File: config.mk
export PLATFORM = sky130hd
export DESIGN_NAME = dsadc_seq
export DESIGN_NICKNAME = d
export VERILOG_FILES = /design/src/rtl/dsadc_pkg.sv /design/src/rtl/dsadc_seq.sv
export VERILOG_INCLUDE_DIRS = /design/src /design/src/rtl
export SDC_FILE = /design/constraint.sdc
export NUM_CORES = 1
export LEC_CHECK = 0
export ABC_AREA = 1
export BUFFER_PORTS_ARGS = -buffer_cell sky130_fd_sc_hd__buf_2
export CAP_MARGIN = 5
export CORE_UTILIZATION = 40
export DETAILED_ROUTE_END_ITERATION = 6
export PLACE_DENSITY = 0.61
export REMOVE_ABC_BUFFERS = 1
export SETUP_SLACK_MARGIN = 0.15
export SLEW_MARGIN = 0
export SYNTH_ARGS = -nofsm -noshare
export SYNTH_HDL_FRONTEND = slang
export SYNTH_SLANG_ARGS = --single-unit
export TNS_END_PERCENT = 20
File: constraint.sdc
create_clock -name i_clk -period 12.9 [get_ports i_clk]
set_input_delay 0.645 -clock i_clk [delete_from_list [all_inputs] [get_ports i_clk]]
set_output_delay 0.645 -clock i_clk [all_outputs]
set_load 0.03 [all_outputs]
File: src/rtl/dsadc_map.svh
// register offsets, fields, reset values and timing constants of the converter sequencer
`ifndef DSADC_MAP_SVH
`define DSADC_MAP_SVH

`define DSADC_ADDR_W        4
`define DSADC_OFF_CTRL      4'h0
`define DSADC_OFF_CFG       4'h1
`define DSADC_OFF_STAT      4'h2
`define DSADC_OFF_RESULT    4'h3
`define DSADC_OFF_IRQ_STAT  4'h4
`define DSADC_OFF_IRQ_MASK  4'h5

`define DSADC_CTRL_START    0
`define DSADC_CTRL_STOP     1
`define DSADC_CFG_MODE_LO   0
`define DSADC_CFG_MODE_HI   1
`define DSADC_CFG_RES8      2
`define DSADC_CFG_DEC_LO    8
`define DSADC_CFG_DEC_HI    15
`define DSADC_STAT_DONE     0
`define DSADC_STAT_BUSY     1
`define DSADC_STAT_VALID    2
`define DSADC_IRQ_DONE      0
`define DSADC_IRQ_OVR       1

`define DSADC_CFG_RST       16'h4000
`define DSADC_PRIME_N       3'h4
`define DSADC_SINC_ORDER    4
`endif

File: src/rtl/dsadc_pkg.sv
// types shared by the converter sequencer
package dsadc_pkg;
    typedef enum logic [1:0] {
        DSADC_MODE_SINGLE,
        DSADC_MODE_MULTI,
        DSADC_MODE_CONT,
        DSADC_MODE_TURBO
    } dsadc_mode_t;

    typedef enum logic [1:0] {
        DSADC_ST_IDLE,
        DSADC_ST_PRIME,
        DSADC_ST_RUN,
        DSADC_ST_HOLD
    } dsadc_state_t;
endpackage

File: src/rtl/dsadc_seq.sv
// delta-sigma converter sequencer: sinc4 decimator, mode control, registers
`include "dsadc_map.svh"
module dsadc_seq
    import dsadc_pkg::*;
#(
    parameter int ACC_W = 34,
    parameter int RES_W = 16
) (
    input  wire logic                     i_clk,
    input  wire logic                     i_rst,
    input  wire logic [`DSADC_ADDR_W-1:0] i_addr,
    input  wire logic [15:0]              i_wdata,
    input  wire logic                     i_wr,
    input  wire logic                     i_rd,
    output logic      [15:0]              o_rdata,
    input  wire logic                     i_mod_bit,
    input  wire logic                     i_soc,
    input  wire logic                     i_mux_change,
    input  wire logic                     i_dma_ack,
    output logic                          o_mod_rst,
    output logic                          o_eoc,
    output logic                          o_irq
);
    // pins from outside pass two flops
    logic [1:0] bit_sync_ff;
    logic [1:0] soc_sync_ff;
    logic [1:0] mux_sync_ff;
    logic       soc_prev_ff;
    always_ff @(posedge i_clk) begin
        if (i_rst) begin
            bit_sync_ff <= 2'h0;
            soc_sync_ff <= 2'h0;
            mux_sync_ff <= 2'h0;
            soc_prev_ff <= 1'b0;
        end else begin
            bit_sync_ff <= {bit_sync_ff[0], i_mod_bit};
            soc_sync_ff <= {soc_sync_ff[0], i_soc};
            mux_sync_ff <= {mux_sync_ff[0], i_mux_change};
            soc_prev_ff <= soc_sync_ff[1];
        end
    end
    logic mbit;
    logic soc_rise;
    logic mux_rise;
    assign mbit     = bit_sync_ff[1];
    assign soc_rise = soc_sync_ff[1] & ~soc_prev_ff;
    assign mux_rise = mux_sync_ff[1];

    // configuration
    logic [15:0]  cfg_ff;
    logic [1:0]   irq_mask_ff;
    dsadc_mode_t  mode;
    logic [7:0]   dec_ratio;
    logic         res8;
    assign mode      = dsadc_mode_t'(cfg_ff[`DSADC_CFG_MODE_HI:`DSADC_CFG_MODE_LO]);
    assign dec_ratio = cfg_ff[`DSADC_CFG_DEC_HI:`DSADC_CFG_DEC_LO];
    assign res8      = cfg_ff[`DSADC_CFG_RES8];

    logic wr_ctrl;
    logic start_req;
    logic stop_req;
    logic rd_result;
    assign wr_ctrl   = i_wr && (i_addr == `DSADC_OFF_CTRL);
    assign start_req = (wr_ctrl && i_wdata[`DSADC_CTRL_START]) || soc_rise;
    assign stop_req  = wr_ctrl && i_wdata[`DSADC_CTRL_STOP];
    assign rd_result = (i_rd && (i_addr == `DSADC_OFF_RESULT)) || i_dma_ack;

    always_ff @(posedge i_clk) begin
        if (i_rst) begin
            cfg_ff      <= `DSADC_CFG_RST;
            irq_mask_ff <= 2'h0;
        end else if (i_wr) begin
            if (i_addr == `DSADC_OFF_CFG) begin
                cfg_ff <= i_wdata;
            end
            if (i_addr == `DSADC_OFF_IRQ_MASK) begin
                irq_mask_ff <= i_wdata[1:0];
            end
        end
    end

    // sinc4 decimator: four integrators at clock rate, four combs at output rate
    // separate input array keeps each register element under a single process
    logic [ACC_W-1:0] integ_ff  [1:`DSADC_SINC_ORDER];
    logic [ACC_W-1:0] integ_src [1:`DSADC_SINC_ORDER];
    logic [ACC_W-1:0] comb_ff   [1:`DSADC_SINC_ORDER];
    logic [ACC_W-1:0] comb_in   [0:`DSADC_SINC_ORDER];
    logic [7:0]       dec_cnt_ff;
    logic             dec_tick;
    logic             dec_clr;
    assign dec_tick    = (dec_cnt_ff == 8'h00);
    genvar g;
    generate
        for (g = 1; g <= `DSADC_SINC_ORDER; g++) begin : g_sinc
            if (g == 1) begin : g_first
                assign integ_src[g] = {{(ACC_W-1){1'b0}}, mbit};
            end else begin : g_next
                assign integ_src[g] = integ_ff[g-1];
            end
            always_ff @(posedge i_clk) begin
                if (i_rst || dec_clr) begin
                    integ_ff[g] <= '0;
                    comb_ff[g]  <= '0;
                end else begin
                    integ_ff[g] <= integ_ff[g] + integ_src[g];
                    if (dec_tick) begin
                        comb_ff[g] <= comb_in[g-1];
                    end
                end
            end
            assign comb_in[g] = comb_in[g-1] - comb_ff[g];
        end
    endgenerate
    assign comb_in[0] = integ_ff[`DSADC_SINC_ORDER];

    // divider sets the output sample rate
    always_ff @(posedge i_clk) begin
        if (i_rst || dec_clr || dec_tick) begin
            dec_cnt_ff <= dec_ratio;
        end else begin
            dec_cnt_ff <= dec_cnt_ff - 8'h01;
        end
    end

    // sequencer
    dsadc_state_t state_ff;
    logic [2:0]   prime_ff;
    logic [15:0]  result_ff;
    logic         done_ff;
    logic         ovr_ff;
    logic         result_rdy;
    logic [15:0]  word;
    // width traded against rate: 8-bit keeps the top byte
    assign word = res8 ? {8'h00, comb_in[`DSADC_SINC_ORDER][ACC_W-1 -: 8]}
                       : {4'h0, comb_in[`DSADC_SINC_ORDER][ACC_W-1 -: 12]};
    // the fourth sample after a restart or mux change is the first valid one
    assign result_rdy = (state_ff != DSADC_ST_IDLE) && (state_ff != DSADC_ST_HOLD)
                        && dec_tick && (prime_ff == `DSADC_PRIME_N - 3'h1) && !mux_rise;
    // modulator and decimator held in reset outside a conversion
    assign dec_clr   = (state_ff == DSADC_ST_IDLE) || (state_ff == DSADC_ST_HOLD);
    assign o_mod_rst = dec_clr;

    always_ff @(posedge i_clk) begin
        if (i_rst) begin
            state_ff <= DSADC_ST_IDLE;
            prime_ff <= 3'h0;
        end else if (stop_req) begin
            state_ff <= DSADC_ST_IDLE;
            prime_ff <= 3'h0;
        end else begin
            unique case (state_ff)
                DSADC_ST_IDLE: begin
                    prime_ff <= 3'h0;
                    if (start_req) begin
                        state_ff <= DSADC_ST_PRIME;
                    end
                end
                DSADC_ST_PRIME: begin
                    if (mux_rise) begin
                        prime_ff <= 3'h0;
                    end else if (result_rdy) begin
                        unique case (mode)
                            DSADC_MODE_SINGLE: state_ff <= DSADC_ST_HOLD;
                            DSADC_MODE_CONT:   state_ff <= DSADC_ST_RUN;
                            DSADC_MODE_MULTI,
                            DSADC_MODE_TURBO:  state_ff <= DSADC_ST_HOLD;
                        endcase
                    end else if (dec_tick) begin
                        prime_ff <= prime_ff + 3'h1;
                    end
                end
                DSADC_ST_RUN: begin
                    if (mux_rise) begin
                        state_ff <= DSADC_ST_PRIME;
                        prime_ff <= 3'h0;
                    end
                end
                DSADC_ST_HOLD: begin
                    prime_ff <= 3'h0;
                    // multi restarts at once: one cycle of reset then re-prime
                    if (mode == DSADC_MODE_MULTI || mode == DSADC_MODE_TURBO) begin
                        state_ff <= DSADC_ST_PRIME;
                    end else if (rd_result || !done_ff) begin
                        state_ff <= DSADC_ST_IDLE;
                    end
                end
            endcase
        end
    end

    logic new_res;
    // a word taken while the mux moves mixes two inputs, so it is dropped
    assign new_res = result_rdy || ((state_ff == DSADC_ST_RUN) && dec_tick && !mux_rise);

    always_ff @(posedge i_clk) begin
        if (i_rst) begin
            result_ff <= 16'h0000;
        end else if (new_res) begin
            result_ff <= word;
        end
    end

    // done is set on each result and cleared by a read; a set wins
    always_ff @(posedge i_clk) begin
        if (i_rst) begin
            done_ff <= 1'b0;
            ovr_ff  <= 1'b0;
        end else begin
            if (new_res) begin
                done_ff <= 1'b1;
            end else if (rd_result) begin
                done_ff <= 1'b0;
            end
            ovr_ff <= new_res && done_ff && !rd_result;
        end
    end
    assign o_eoc = done_ff;

    // sticky interrupt status, write one to clear
    logic [1:0] irq_stat_ff;
    logic [1:0] irq_set;
    assign irq_set = {ovr_ff, new_res};
    always_ff @(posedge i_clk) begin
        if (i_rst) begin
            irq_stat_ff <= 2'h0;
        end else begin
            for (int b = 0; b < 2; b++) begin
                if (irq_set[b]) begin
                    irq_stat_ff[b] <= 1'b1;
                end else if (i_wr && (i_addr == `DSADC_OFF_IRQ_STAT) && i_wdata[b]) begin
                    irq_stat_ff[b] <= 1'b0;
                end
            end
        end
    end
    assign o_irq = |(irq_stat_ff & irq_mask_ff);

    // read port: data one cycle after the strobe, zero otherwise
    always_ff @(posedge i_clk) begin
        if (i_rst || !i_rd) begin
            o_rdata <= 16'h0000;
        end else begin
            unique case (i_addr)
                `DSADC_OFF_CFG:      o_rdata <= cfg_ff;
                `DSADC_OFF_STAT:     o_rdata <= {13'h0000, (state_ff == DSADC_ST_RUN),
                                                 !dec_clr, done_ff};
                `DSADC_OFF_RESULT:   o_rdata <= result_ff;
                `DSADC_OFF_IRQ_STAT: o_rdata <= {14'h0000, irq_stat_ff};
                `DSADC_OFF_IRQ_MASK: o_rdata <= {14'h0000, irq_mask_ff};
                default:             o_rdata <= 16'h0000;
            endcase
        end
    end
endmodule

# ---- Yosys cells after proc, flatten, opt, wreduce, memory -nomap -nowiden
# Memory sizes are Yosys's and may differ from the RTL's.
# Index checks and enable logic that the tools add are counted.
dict set report classes {
  addsub 10
  n_reduce_logical 45
  muxes 36
  n_eq_ne 20
  n_bitwise 11
}
# operator n
set op_table {}
lappend op_table {{2-to-1 mux 34 bit} 8}
lappend op_table {{subtractor 34 bit} 4}
lappend op_table {{adder 34 bit} 3}
lappend op_table {{one-hot mux 16 bit (5 select lines)} 1}
lappend op_table {{adder 34 x 1 -> 34 bit} 1}
lappend op_table {{logical AND 1 bit} 15}
lappend op_table {{2-to-1 mux 1 bit} 12}
lappend op_table {{2-to-1 mux 12 bit} 1}
lappend op_table {{2-to-1 mux 2 bit} 6}
lappend op_table {{2-to-1 mux 3 bit} 4}
lappend op_table {{inequality test 2 bit, second input constant} 5}
lappend op_table {{logical OR 1 bit} 9}
lappend op_table {{one-hot mux 3 bit (3 select lines)} 1}
lappend op_table {{equality test 2 bit, second input constant} 4}
lappend op_table {{equality test 4 x 2 -> 1 bit, second input constant} 2}
lappend op_table {{equality test 4 x 3 -> 1 bit, second input constant} 2}
lappend op_table {{zero test 8 bit} 1}
lappend op_table {{2-to-1 mux 8 bit} 1}
lappend op_table {{bitwise OR 1 bit} 8}
lappend op_table {{one-hot mux 2 bit (4 select lines)} 1}
lappend op_table {{nonzero test 2 bit} 4}
lappend op_table {{subtractor 8 x 1 -> 8 bit, second input constant} 1}
lappend op_table {{inequality test 3 bit, second input constant} 2}
lappend op_table {{OR reduction 2 bit} 3}
lappend op_table {{other kinds (16)} 23}
dict set report word_totals {
  n_memories 2
  word_cells 139
  mem_bits_rw 272
  in_bits 28
  register_bits 74
  out_inout_bits 19
}
# memory words width read_ports rd_clocked_by_memory_dff write_ports line_no
set mem_list {}
lappend mem_list {comb_ff 4 34 4 0 4 dsadc_seq.sv:86} ;# logic [ACC_W-1:0] comb_ff [1:`DSADC_SINC_ORDER];
lappend mem_list {integ_ff 4 34 4 0 4 dsadc_seq.sv:84} ;# logic [ACC_W-1:0] integ_ff [1:`DSADC_SINC_ORDER];

# ---- Depth between registers and ports, before layout
# Gate-level depths: netlist of the first run.
dict set report depth {
  word_depth 8
  depth_mapped 51
  ltp_nobuf 51
}

# ---- Worst setup path before layout of the first run
# No wires, ideal clock.
dict set report synth_path {
  path_type {reg2reg}
  start {reg, netlist name integ_ff[0][136]}
  end {reg result_ff[7]}
  setup_ns 0.112
  required_time_ns 12.788
  path_buffers 0
  path_slack_ns 6.448
  path_stages_with_launch 45
  arrival_ns 6.340
  synth_period_minus_slack_ns 6.452
  cell_sequence {dfxtp_1 inv_1 ha_1 fa_1 inv_1 nand2_1 a21oi_1 a21oi_1 o21ai_0 a31oi_1 xnor2_1 ha_1 a21oi_1 o21ai_0 a21oi_1 nand2_1 a21oi_1 inv_2 (+9 left out) nand3_1 nand2_2 nand2_1 nand2_1 xor2_1 inv_1 ha_1 inv_1 nor3_1 and3_1 o21ai_0 nand3_1 xor2_1 inv_1 nand3_1 nand3_1 nand2_1 nand2_1}
}
# element line_no
set synth_rtl {}
lappend synth_rtl {{to (signal assigned)} dsadc_seq.sv:199} ;# result_ff <= word;
lappend synth_rtl {{to (decl)} dsadc_seq.sv:128} ;# logic [15:0] result_ff;

==> reports/qor.log, run 1 <==
INFO  outcome        outcome=complete, no violations
INFO  place          post-place-cells=4100
INFO  floorplan      placementRows=90
INFO  grt            grt_overflow_total=0
INFO  worst_hold_path worstHoldEndpoint=mux_sync_ff[0]
INFO  timing         clock-skew-final=0.02222ns
INFO  routing        routed_wire_length_per_instance=13.77um
INFO  worst_setup_path rr_endpoint=result_ff[7]
INFO  worst_setup_path worst-endpoint-required=13.36ns
INFO  worst_setup_path cp.arrival=7.95ns
INFO  worst_setup_path worst_path_max_delay_cell=nor4_1
INFO  worst_setup_path cpMostUsedCell=nand2_1
INFO  cells_and_area nets=3635
INFO  routing        remaining_antenna_violation_count=0
INFO  cells_and_area final_cell_count_no_fill=4173
INFO  grt            number_of_global_route_vias_before_repair=20.62k
INFO  run            timing.max_cap.violations=0
INFO  floorplan      dieHeight=249.8um
INFO  yosys          synth_cells=3306
INFO  floorplan      initial_core_utilization=40.60%
INFO  place          port_buffers=46
INFO  clocking       tritoncts_clock_tree=built
INFO  timing         slew_limit_headroom=17.18%
INFO  yosys          ys_async_sr_fraction=0%
INFO  yosys          netlist-cell-type-count=70
INFO  worst_setup_path worst-r2r-setup-slack=5.41ns
INFO  worst_setup_path ff2ff_path_depth=45
INFO  timing         fmax=133.5MHz
INFO  floorplan      die_w=249.8um
INFO  yosys          synth_edf_count=136
INFO  timing         timing_max_transition_violations_final=0
INFO  cells_and_area drive_gt1_share=7.490%
INFO  routing        dr.pass1.iters=7
INFO  cells_and_area antenna_cells_inserted=0
INFO  clocking       cts.clk_slew.worst_paths=0.06ns
INFO  yosys          ys.flop_type=dfxtp_1
INFO  timing         slew_at_the_pin_closest_to_its_max_slew_limit=1.227ns
INFO  cells_and_area mostFrequentLayoutCell=inv_1
INFO  worst_setup_path max_stage_delay=0.38ns
INFO  clocking       cts_resized=0
INFO  floorplan      ios=47
INFO  yosys          ff_latch_count_synth=342
INFO  timing         report.final.setup_viol=0
INFO  worst_setup_path crit-reg2reg-launch=integ_ff[0][136]
INFO  clocking       cts_num_sinks=342
INFO  worst_setup_path type_of_the_setup_path_with_the_least_slack=reg2reg
INFO  yosys          synthesis.area_per_instance=7.427um2
INFO  worst_setup_path cp-end-kind=flip-flop
INFO  timing         period_share=58.06%
INFO  grt            number_of_antenna_violations_at_the_first_check_in_global_routing=0
INFO  worst_setup_path maximum_fanout_encountered_on_the_critical_timing_path=5
INFO  grt            global_route_wire_length_before_repair=96930um
INFO  clocking       clock_tree.root_cell=clkbuf_16
INFO  routing        dr_total_vias=20.88k
INFO  yosys          synth_sequential_area_ratio=33.43%
INFO  cells_and_area area_delta_synth_final=10.03%
INFO  floorplan      core-area=60470um2
INFO  worst_hold_path min-delay-path-class=in2reg
INFO  place          gpl.final_weighted_congestion=0.8766
INFO  grt            pin_count_of_the_biggest_net_entering_global_routing=78
INFO  floorplan      die_area=62380um2
INFO  routing        first_iter_violations=860
INFO  clocking       cts_setup_buffers=0
INFO  worst_hold_path hold_path_depth=3
INFO  yosys          post_synth_instance_area=24550um2
INFO  routing        viasPerCell=5.004
INFO  timing         post-route-min-period=7.489ns
INFO  timing         rsz0062_at_grt=no
INFO  clocking       htree_num_levels=2
INFO  clocking       cts_hold_repair.buffers=0
INFO  worst_setup_path startpoint_type=flip-flop
INFO  cells_and_area final_cell_mix=591 x inv_1, 492 x nand2_1, 395 x nor2_1
INFO  worst_hold_path holdCritStartpoint=i_mux_change
INFO  clocking       cts-buffers-inserted=41
INFO  timing         final-hold-violation-count=0
INFO  place          dp_hpwl=44470um
INFO  clocking       clock_tree.buffer_depth=3
INFO  yosys          yosys_synthesis_warning_count=0
INFO  routing        postRouteWirelength=57460um
INFO  timing         sum_of_negative_setup_slack=0ns
INFO  grt            overall_global_routing_resource_usage=18.52%
INFO  routing        drc_errors=0
INFO  clocking       clock_insertion_delay_worst_skew=0.56ns
==> cells in the mapped netlist, types with 16 or more instances <==
master    number  area (um2)
nand4_1       28       175.2
edfxtp_1     136        4084
a21oi_1      349        1747
nor3_1        51       255.2
o21ai_0      179       895.9
dfxtp_1      206        4124
xor2_1        81       709.4
nand3_1      116       580.6
a31oi_1       27       168.9
clkbuf_1      37       138.9
nand2_2       22       137.6
ha_1         240        3003
o21ai_1       16       80.08
xnor2_1       20       175.2
o21a_1        46       345.3
nand2_1      492        1847
nor2_1       396        1486
a21o_1        27       202.7
inv_1        592        2222
==> final cells by class <==
type | instances | area [um2]
timing repair buffer | 51 | 267.8
clock buffer | 57 | 1221
fill | 6199 | 33450
tap | 782 | 978.4
clock inverter | 16 | 127.6
sequential | 342 | 8208
multi-input combinational | 2317 | 13920
inverter | 608 | 2290
==> sequential cells by signal, summed over array words and instances (netlist names), 3 cells and up <==
register	count
cfg_ff	16
o_rdata	16
integ_ff	136
dec_cnt_ff	8
prime_ff	3
comb_ff	136
result_ff	12
==> per-stage QoR <==
step	hold slack [ns]	worst slack (ns)	utilization [%]	cell area (um2)
after floorplan	0.3883	5.074	-	24410
after global placement	0.3907	5.575	42.45	25670
after detailed placement	0.4006	5.401	42.45	25670
after CTS	0.2468	5.366	44.68	27020
after global routing	0.2713	4.562	44.68	27020
final	0.2835	5.411	44.68	27020
==> critical path, delay by kind of cell (launching register included) <==
| kind | cells | cell delay [ns] |
|---|---|---|
| buffers and inverters | 5 | 0.34 |
| AND/OR/NAND/NOR | 22 | 2.48 |
| AO/OA/AOI/OAI | 11 | 2.16 |
| adder cells (fa/ha/maj) | 5 | 1.62 |
| flip-flops | 1 | 0.33 |
| XOR/XNOR | 2 | 0.45 |
==> cells by family after synthesis <==
logic type                 after synthesis  synth area share (%)
buffers and inverters                  647                 9.896
xor gates and xnor gates               104                 3.801
adders and majority gates              246                 12.72
and+or+nand+nor                       1191                 21.15
DFF                                    342                 33.43
AOI/OAI and AO/OA                      776                 19.01
==> worst max path at each step <==
stage / from / end / slack (ns) / cells past startpoint
floorplan: state_ff[0] / dec_cnt_ff[5] / 5.07 / 9
global placement: integ_ff[0][136] / result_ff[7] / 5.58 / 46
detailed placement: integ_ff[0][136] / result_ff[7] / 5.40 / 46
CTS: integ_ff[0][136] / result_ff[7] / 5.37 / 46
global route: integ_ff[0][136] / result_ff[7] / 4.56 / 46
finish: integ_ff[0][136] / result_ff[7] / 5.41 / 45
==> layer usage <==
layer	track usage [%]	share of wire (%)
met4	6.755	3.2
met1	22.41	46
met3	2.086	2.7
met5	0	0
met2	33.55	48
Power of run 1 is not shown: default switching activity piles up to over one toggle a cycle in this logic, so the estimate is an artifact.
==> run 2, diff against run 1 <==
Settings changed: PLACE_DENSITY 0.61 to 0.63.
Clock period 12.9 ns to 6 ns, I/O delays scaled along.
==> run 2 against run 1 <==
  * Count of clock-buffer cells in the layout is 2 lower
  * Global-route usage increased by 1.3 points
  * The flow now finishes with violations (negative setup slack)
  * Largest cell class unchanged
  * Die area is the same
  * Clock skew up 0.0063 ns
  * Sequential cell count did not move
  * Cell count rose by 11%
  * Sequential share of layout area fell by 4.3 points
  * Maximum frequency is 14% higher
  * Critical path depth up 2
  * Final area is 16% higher
  * Setup slack got worse by 6.0 ns
==> reports/qor.log, run 2 (synthesis gave the netlist of run 1 again) <==
INFO  clocking       clock_tree.buffer_depth=3 [unchanged]
INFO  grt            pin_count_of_the_biggest_net_entering_global_routing=86 [was 78]
INFO  worst_setup_path cp.arrival=6.84ns [was 7.95 ns]
INFO  grt            grt_overflow_total=0 [unchanged]
INFO  timing         clock-skew-final=0.02854ns [was 0.02222 ns]
INFO  floorplan      core-area=60470um2 [unchanged]
INFO  place          dp_hpwl=46710um [was 44470 um]
INFO  clocking       tritoncts_clock_tree=built [unchanged]
INFO  timing         post-route-min-period=6.554ns [was 7.489 ns]
INFO  timing         whs=0.02340ns [was 0.2835 ns]
INFO  worst_setup_path cpMostUsedCell=buf_4 [was nand2_1]
INFO  place          gpl.final_weighted_congestion=0.9123 [was 0.8766]
INFO  cells_and_area area_delta_synth_final=28.05% [was 10.03%]
INFO  timing         fmax=152.6MHz [was 133.5 MHz]
INFO  worst_setup_path cp-end-kind=flip-flop [unchanged]
INFO  place          port_buffers=46 [unchanged]
INFO  timing         final-hold-violation-count=0 [unchanged]
INFO  cells_and_area cell_area_after_layout=31440um2 [was 27020 um2]
INFO  timing         sum_of_negative_setup_slack=-4.134ns [was 0 ns]
INFO  cells_and_area ff_latch_area=8209um2 [was 8208 um2]
INFO  worst_setup_path maximum_fanout_encountered_on_the_critical_timing_path=4 [was 5]
INFO  floorplan      dieHeight=249.8um [unchanged]
INFO  worst_setup_path type_of_the_setup_path_with_the_least_slack=reg2reg [unchanged]
INFO  routing        routed_wire_length_per_instance=13.28um [was 13.77 um]
INFO  cells_and_area multi_input_area=14880um2 [was 13920 um2]
INFO  cells_and_area final_cell_mix=585 x inv_1, 468 x nand2_1, 435 x buf_4 [was 591 x inv_1, 492 x nand2_1, 395 x nor2_1]
INFO  timing         slew_limit_headroom=28.35% [was 17.18%]
INFO  outcome        outcome=complete, but fails checks [was complete, no violations]
INFO  worst_setup_path worst_path_max_delay_cell=fa_2 [was nor4_1]
INFO  clocking       htree_num_levels=2 [unchanged]
INFO  grt            number_of_antenna_violations_at_the_first_check_in_global_routing=0 [unchanged]
INFO  routing        postRouteWirelength=61470um [was 57460 um]
INFO  cells_and_area drive_gt1_share=22.30% [was 7.490%]
INFO  worst_setup_path max_stage_delay=0.34ns [was 0.38 ns]
INFO  cells_and_area mostFrequentLayoutCell=inv_1 [unchanged]
INFO  timing         period_share=109.2% [was 58.06%]
INFO  grt            number_of_global_route_vias_before_repair=22.73k [was 20.62k]
INFO  routing        drc_errors=0 [unchanged]
INFO  routing        remaining_antenna_violation_count=0 [unchanged]
INFO  worst_hold_path min-delay-path-class=in2reg [unchanged]
INFO  routing        first_iter_violations=767 [was 860]
INFO  routing        dr_total_vias=22.76k [was 20.88k]
INFO  worst_setup_path startpoint_type=flip-flop [unchanged]
INFO  cells_and_area antenna_cells_inserted=0 [unchanged]
INFO  grt            global_route_wire_length_before_repair=103400um [was 96930 um]
INFO  run            timing.max_cap.violations=0 [unchanged]
INFO  timing         timing_max_transition_violations_final=0 [unchanged]
INFO  outcome        failed_checks=negative setup slack
INFO  grt            overall_global_routing_resource_usage=19.79% [was 18.52%]
INFO  timing         fin_ws=-0.5539ns [was 5.411 ns]
INFO  cells_and_area nets=4090 [was 3635]
INFO  timing         rsz0062_at_grt=yes [was no]
INFO  timing         report.final.setup_viol=15 [was 0]
INFO  clocking       cts_num_sinks=342 [unchanged]
INFO  place          placed_area=28530um2 [was 25670 um2]
INFO  clocking       cts-buffers-inserted=40 [was 41]
INFO  timing         slew_at_the_pin_closest_to_its_max_slew_limit=1.061ns [was 1.227 ns]
INFO  cells_and_area reg_top3=comb_ff (136), integ_ff (136) [unchanged]
INFO  cells_and_area n_fill_cell=5731 [was 6199]
INFO  routing        viasPerCell=4.917 [was 5.004]
INFO  clocking       clock_tree.root_cell=clkbuf_16 [unchanged]
INFO  worst_setup_path worst-endpoint-required=6.29ns [was 13.36 ns]
INFO  floorplan      initial_core_utilization=40.60% [unchanged]
INFO  clocking       clock_insertion_delay_worst_skew=0.57ns [was 0.56 ns]
INFO  floorplan      die_w=249.8um [unchanged]
INFO  floorplan      placementRows=90 [unchanged]
INFO  floorplan      ios=47 [unchanged]
INFO  floorplan      die_area=62380um2 [unchanged]
INFO  routing        dr.pass1.iters=5 [was 7]
INFO  clocking       cts.clk_slew.worst_paths=0.06ns [about the same]
## run 2: changes by cell type in the layout (fill, tap and decap cells not counted), moves of 13 or more
cell,previous run,this run
o21ai_0,179,160
ha_4,0,18
xor2_1,81,65
buf_4,5,435
nand2_1,492,468
dlygate4sd3_1,0,13
ha_1,240,221
nand2_2,22,43
nor2_2,9,24
buf_6,0,13
a21oi_1,349,312
nor2_1,395,377
a21oi_2,15,49
## run 2: worst paths after layout
path              depth (start not counted)              end             start  slack [ns]
setup / recovery                         47  comb_ff[0][169]  integ_ff[0][136]       -0.55
hold reg to reg                           2   soc_sync_ff[1]    soc_sync_ff[0]        0.41
setup reg to reg                         47  comb_ff[0][169]  integ_ff[0][136]       -0.55
hold / removal                            3       cfg_ff[11]       i_wdata[11]        0.02
## run 2: layer usage
metal | part of all wire [%] | GRT usage (%) | vias up
li1 | - | - | 12027
met1 | 43 | 22.73 | 10283
met2 | 50 | 36.23 | 295
met3 | 2.3 | 2.190 | 158
met4 | 4.7 | 9.718 | 0
met5 | 0 | 0 | -
## run 2: layout make-up
| type | instances | area share (%) |
|---|---|---|
| clock buffer | 55 | 3.661 |
| timing repair buffer | 507 | 12.00 |
| sequential | 342 | 26.11 |
| multi-input combinational | 2317 | 47.34 |
| inverter | 608 | 7.306 |
| clock inverter | 18 | 0.4736 |
| tap | 782 | 3.112 |
## run 2: repair_timing
item / CTS / global route
pin swaps: 61 / 64
resized for setup: 122 / 96
hold endpoints to repair: 13 / 0
hold buffers: 13 / 0
setup endpoints to repair: 13 / 15
buffers inserted: 50 / 11
## run 2: through the flow
stage	setup WS [ns]	cells	util [%]
finish	-0.5539	4629	51.99
global route	-0.8489	4629	51.99
CTS	-0.3689	4618	51.08
detailed placement	-0.8851	4482	47.19
global placement	-0.6793	4482	47.19
floorplan	-1.826	3267	-
## run 2: worst max-delay path: cells and delay by family (launching register included)
kind | cells | cell delay (ns)
buffers and inverters | 27 | 3.19
AO/OA/AOI/OAI | 7 | 0.87
adder cells (fa/ha/maj) | 3 | 0.85
AND/OR/NAND/NOR | 9 | 0.84
flip-flops | 1 | 0.32
XOR/XNOR | 1 | 0.24
Power of run 2 is left out for the same reason.
==> run 3, diff against run 2 <==
Settings changed: RECOVER_POWER set to 25.
==> run 3 against run 2 <==
  * The run ends with max-capacitance violations, max-slew violations, negative setup slack left
  * Non-clock buffer count is the same
  * Via count is essentially flat
  * Highest routed layer unchanged
  * Global-route usage is the same
  * Routed wire length is essentially flat
  * Die area is the same
  * Critical path depth is the same
  * Cell count is the same
  * Count of clock-buffer cells in the layout is the same
  * First-iteration DRC count grew 4.0%
  * Maximum frequency is essentially flat
  * Setup slack gained 0.0053 ns
==> reports/qor.log, run 3 (synthesis gave the netlist of run 1 again) <==
INFO  outcome        outcome=complete, but fails checks [unchanged]
INFO  outcome        failed_checks=max-capacitance violations, max-slew violations, negative setup slack [was negative setup slack]
INFO  clocking       htree_num_levels=2 [unchanged]
INFO  floorplan      die_w=249.8um [unchanged]
INFO  timing         clock-skew-final=0.02799ns [was 0.02854 ns]
INFO  worst_hold_path min-delay-path-class=in2reg [unchanged]
INFO  worst_hold_path hold_path_depth=3 [unchanged]
INFO  routing        route.met3.wl=1381um [was 1419 um]
INFO  timing         final-hold-violation-count=0 [unchanged]
INFO  routing        maxUsedRoutingLayer=met4 [unchanged]
INFO  worst_setup_path cp.buffers_inverters=27 [unchanged]
INFO  worst_setup_path timing.critical_path.max_delay_family=buffers and inverters [unchanged]
INFO  worst_hold_path holdCritStartpoint=i_wdata[11] [unchanged]
INFO  clocking       clock_tree.root_cell=clkbuf_16 [unchanged]
INFO  timing         report.final.setup_viol=15 [unchanged]
INFO  clocking       tritoncts_clock_tree=built [unchanged]
INFO  clocking       clock_insertion_delay_worst_skew=0.57ns [about the same]
INFO  floorplan      initial_core_utilization=40.60% [unchanged]
INFO  place          gpl.final_weighted_congestion=0.9123 [unchanged]
INFO  worst_setup_path ff2ff_path_depth=47 [unchanged]
INFO  worst_setup_path cp-end-kind=flip-flop [unchanged]
INFO  cells_and_area antenna_cells_inserted=0 [unchanged]
INFO  cells_and_area final_cell_mix=586 x inv_1, 468 x nand2_1, 431 x buf_4 [was 585 x inv_1, 468 x nand2_1, 435 x buf_4]
INFO  grt            pin_count_of_the_biggest_net_entering_global_routing=86 [unchanged]
INFO  timing         post-route-min-period=6.549ns [was 6.554 ns]
INFO  grt            number_of_global_route_vias_before_repair=22.73k [unchanged]
INFO  timing         whs=0.02455ns [was 0.02340 ns]
INFO  grt            grt_overflow_total=0 [unchanged]
INFO  worst_setup_path worst-endpoint-required=6.29ns [about the same]
INFO  cells_and_area drive_gt1_share=21.65% [was 22.30%]
INFO  run            timing.max_cap.violations=2 [was 0]
INFO  grt            overall_global_routing_resource_usage=19.79% [unchanged]
INFO  floorplan      placementRows=90 [unchanged]
INFO  timing         fmax=152.7MHz [was 152.6 MHz]
INFO  routing        remaining_antenna_violation_count=0 [unchanged]
INFO  worst_setup_path crit-reg2reg-launch=integ_ff[0][136] [unchanged]
INFO  worst_setup_path maximum_fanout_encountered_on_the_critical_timing_path=4 [unchanged]
INFO  floorplan      core-area=60470um2 [unchanged]
INFO  worst_setup_path worst-r2r-setup-slack=-0.55ns [about the same]
INFO  timing         period_share=109.1% [was 109.2%]
INFO  routing        viasPerCell=4.918 [was 4.917]
INFO  clocking       cts-buffers-inserted=40 [unchanged]
INFO  worst_hold_path worstHoldEndpoint=cfg_ff[11] [unchanged]
INFO  clocking       clock_tree.buffer_depth=3 [unchanged]
INFO  routing        dr_total_vias=22.76k [about the same]
INFO  place          dp_hpwl=46710um [unchanged]
INFO  place          port_buffers=46 [unchanged]
INFO  worst_setup_path rr_endpoint=comb_ff[0][169] [unchanged]
INFO  cells_and_area n_fill_cell=5744 [was 5731]
INFO  timing         slew_at_the_pin_closest_to_its_max_slew_limit=3.513ns [was 1.061 ns]
INFO  timing         rsz0062_at_grt=yes [unchanged]
INFO  worst_setup_path cp.arrival=6.83ns [was 6.84 ns]
INFO  routing        drc_errors=0 [unchanged]
INFO  floorplan      dieHeight=249.8um [unchanged]
INFO  routing        routed_wire_length_per_instance=13.28um [about the same]
INFO  cells_and_area reg_top3=comb_ff (136), integ_ff (136) [unchanged]
INFO  cells_and_area nets=4090 [unchanged]
INFO  timing         timing_max_transition_violations_final=139 [was 0]
INFO  timing         slew_limit_headroom=-134.2% [was 28.35%]
INFO  worst_setup_path cpMostUsedCell=buf_4 [unchanged]
INFO  cells_and_area mostFrequentLayoutCell=inv_1 [unchanged]
INFO  routing        met1_layer_wirelength_in_the_final_routing=26710um [was 26680 um]
INFO  worst_setup_path max_stage_delay=0.34ns [about the same]
INFO  timing         fin_ws=-0.5486ns [was -0.5539 ns]
INFO  clocking       cts_num_sinks=342 [unchanged]
INFO  worst_setup_path type_of_the_setup_path_with_the_least_slack=reg2reg [unchanged]
INFO  routing        first_iter_violations=798 [was 767]
INFO  grt            global_route_wire_length_before_repair=103400um [unchanged]
INFO  floorplan      die_area=62380um2 [unchanged]
INFO  routing        dr.pass1.iters=5 [unchanged]
INFO  routing        postRouteWirelength=61470um [about the same]
INFO  worst_setup_path worst_path_max_delay_cell=fa_2 [unchanged]
INFO  cells_and_area area_delta_synth_final=27.87% [was 28.05%]
INFO  floorplan      ios=47 [unchanged]
INFO  routing        met2RoutedLength=30500um [was 30510 um]
INFO  grt            number_of_antenna_violations_at_the_first_check_in_global_routing=0 [unchanged]
INFO  worst_setup_path startpoint_type=flip-flop [unchanged]
INFO  clocking       cts.clk_slew.worst_paths=0.06ns [about the same]
[run 3: worst max-delay path by stage]
stage                           startpoint              end  slack [ns]  cells past startpoint
after floorplan                state_ff[0]    dec_cnt_ff[5]       -1.83                      9
after global placement    integ_ff[0][136]     result_ff[7]       -0.68                     48
after detailed placement  integ_ff[0][136]     result_ff[7]       -0.89                     42
after CTS                   comb_ff[0][34]     result_ff[7]       -0.37                     45
after global routing        comb_ff[0][34]  comb_ff[0][169]       -0.85                     46
final                     integ_ff[0][136]  comb_ff[0][169]       -0.55                     47
[run 3: per-stage QoR]
step | setup TNS, ns | instance area [um2] | util (%) | instances | setup slack (ns)
floorplan | -243.53 | 24410 | - | 3267 | -1.826
global placement | -6.260 | 28530 | 47.19 | 4482 | -0.6793
detailed placement | -8.899 | 28530 | 47.19 | 4482 | -0.8851
CTS | -3.834 | 30890 | 51.08 | 4618 | -0.3689
global route | -26.10 | 31400 | 51.92 | 4629 | -0.8489
finish | -4.106 | 31400 | 51.92 | 4629 | -0.5486
[run 3: layout make-up]
| cell class | instances | area [um2] | share of cell area (%) |
|---|---|---|---|
| clock buffers | 55 | 1151 | 3.666 |
| well taps | 782 | 978.4 | 3.116 |
| multi-input cells | 2317 | 14880 | 47.39 |
| clock inverters | 18 | 148.9 | 0.4742 |
| flip-flops and latches | 342 | 8209 | 26.15 |
| inverters | 608 | 2297 | 7.317 |
| repair buffers | 507 | 3734 | 11.89 |
[run 3: timing repair]
item | in CTS | in global routing
cloned | 0 | 0
hold endpoints to repair | 13 | 0
pin swaps | 61 | 64
hold buffers | 13 | 0
gates resized for setup | 122 | 96
setup buffers | 50 | 11
setup endpoints to repair | 13 | 15
[run 3: tightest hold or removal path, delay by kind of cell]
family / cells / cell delay (ns)
compound gates: 2 / 0.17
buf+inv: 1 / 0.07
[run 3: metal layers]
metal	vias to the layer above	track usage, %
li1	12029	-
met1	10279	22.73
met2	294	36.23
met3	162	2.190
met4	0	9.718
met5	-	0
Power of run 3 is left out for the same reason.
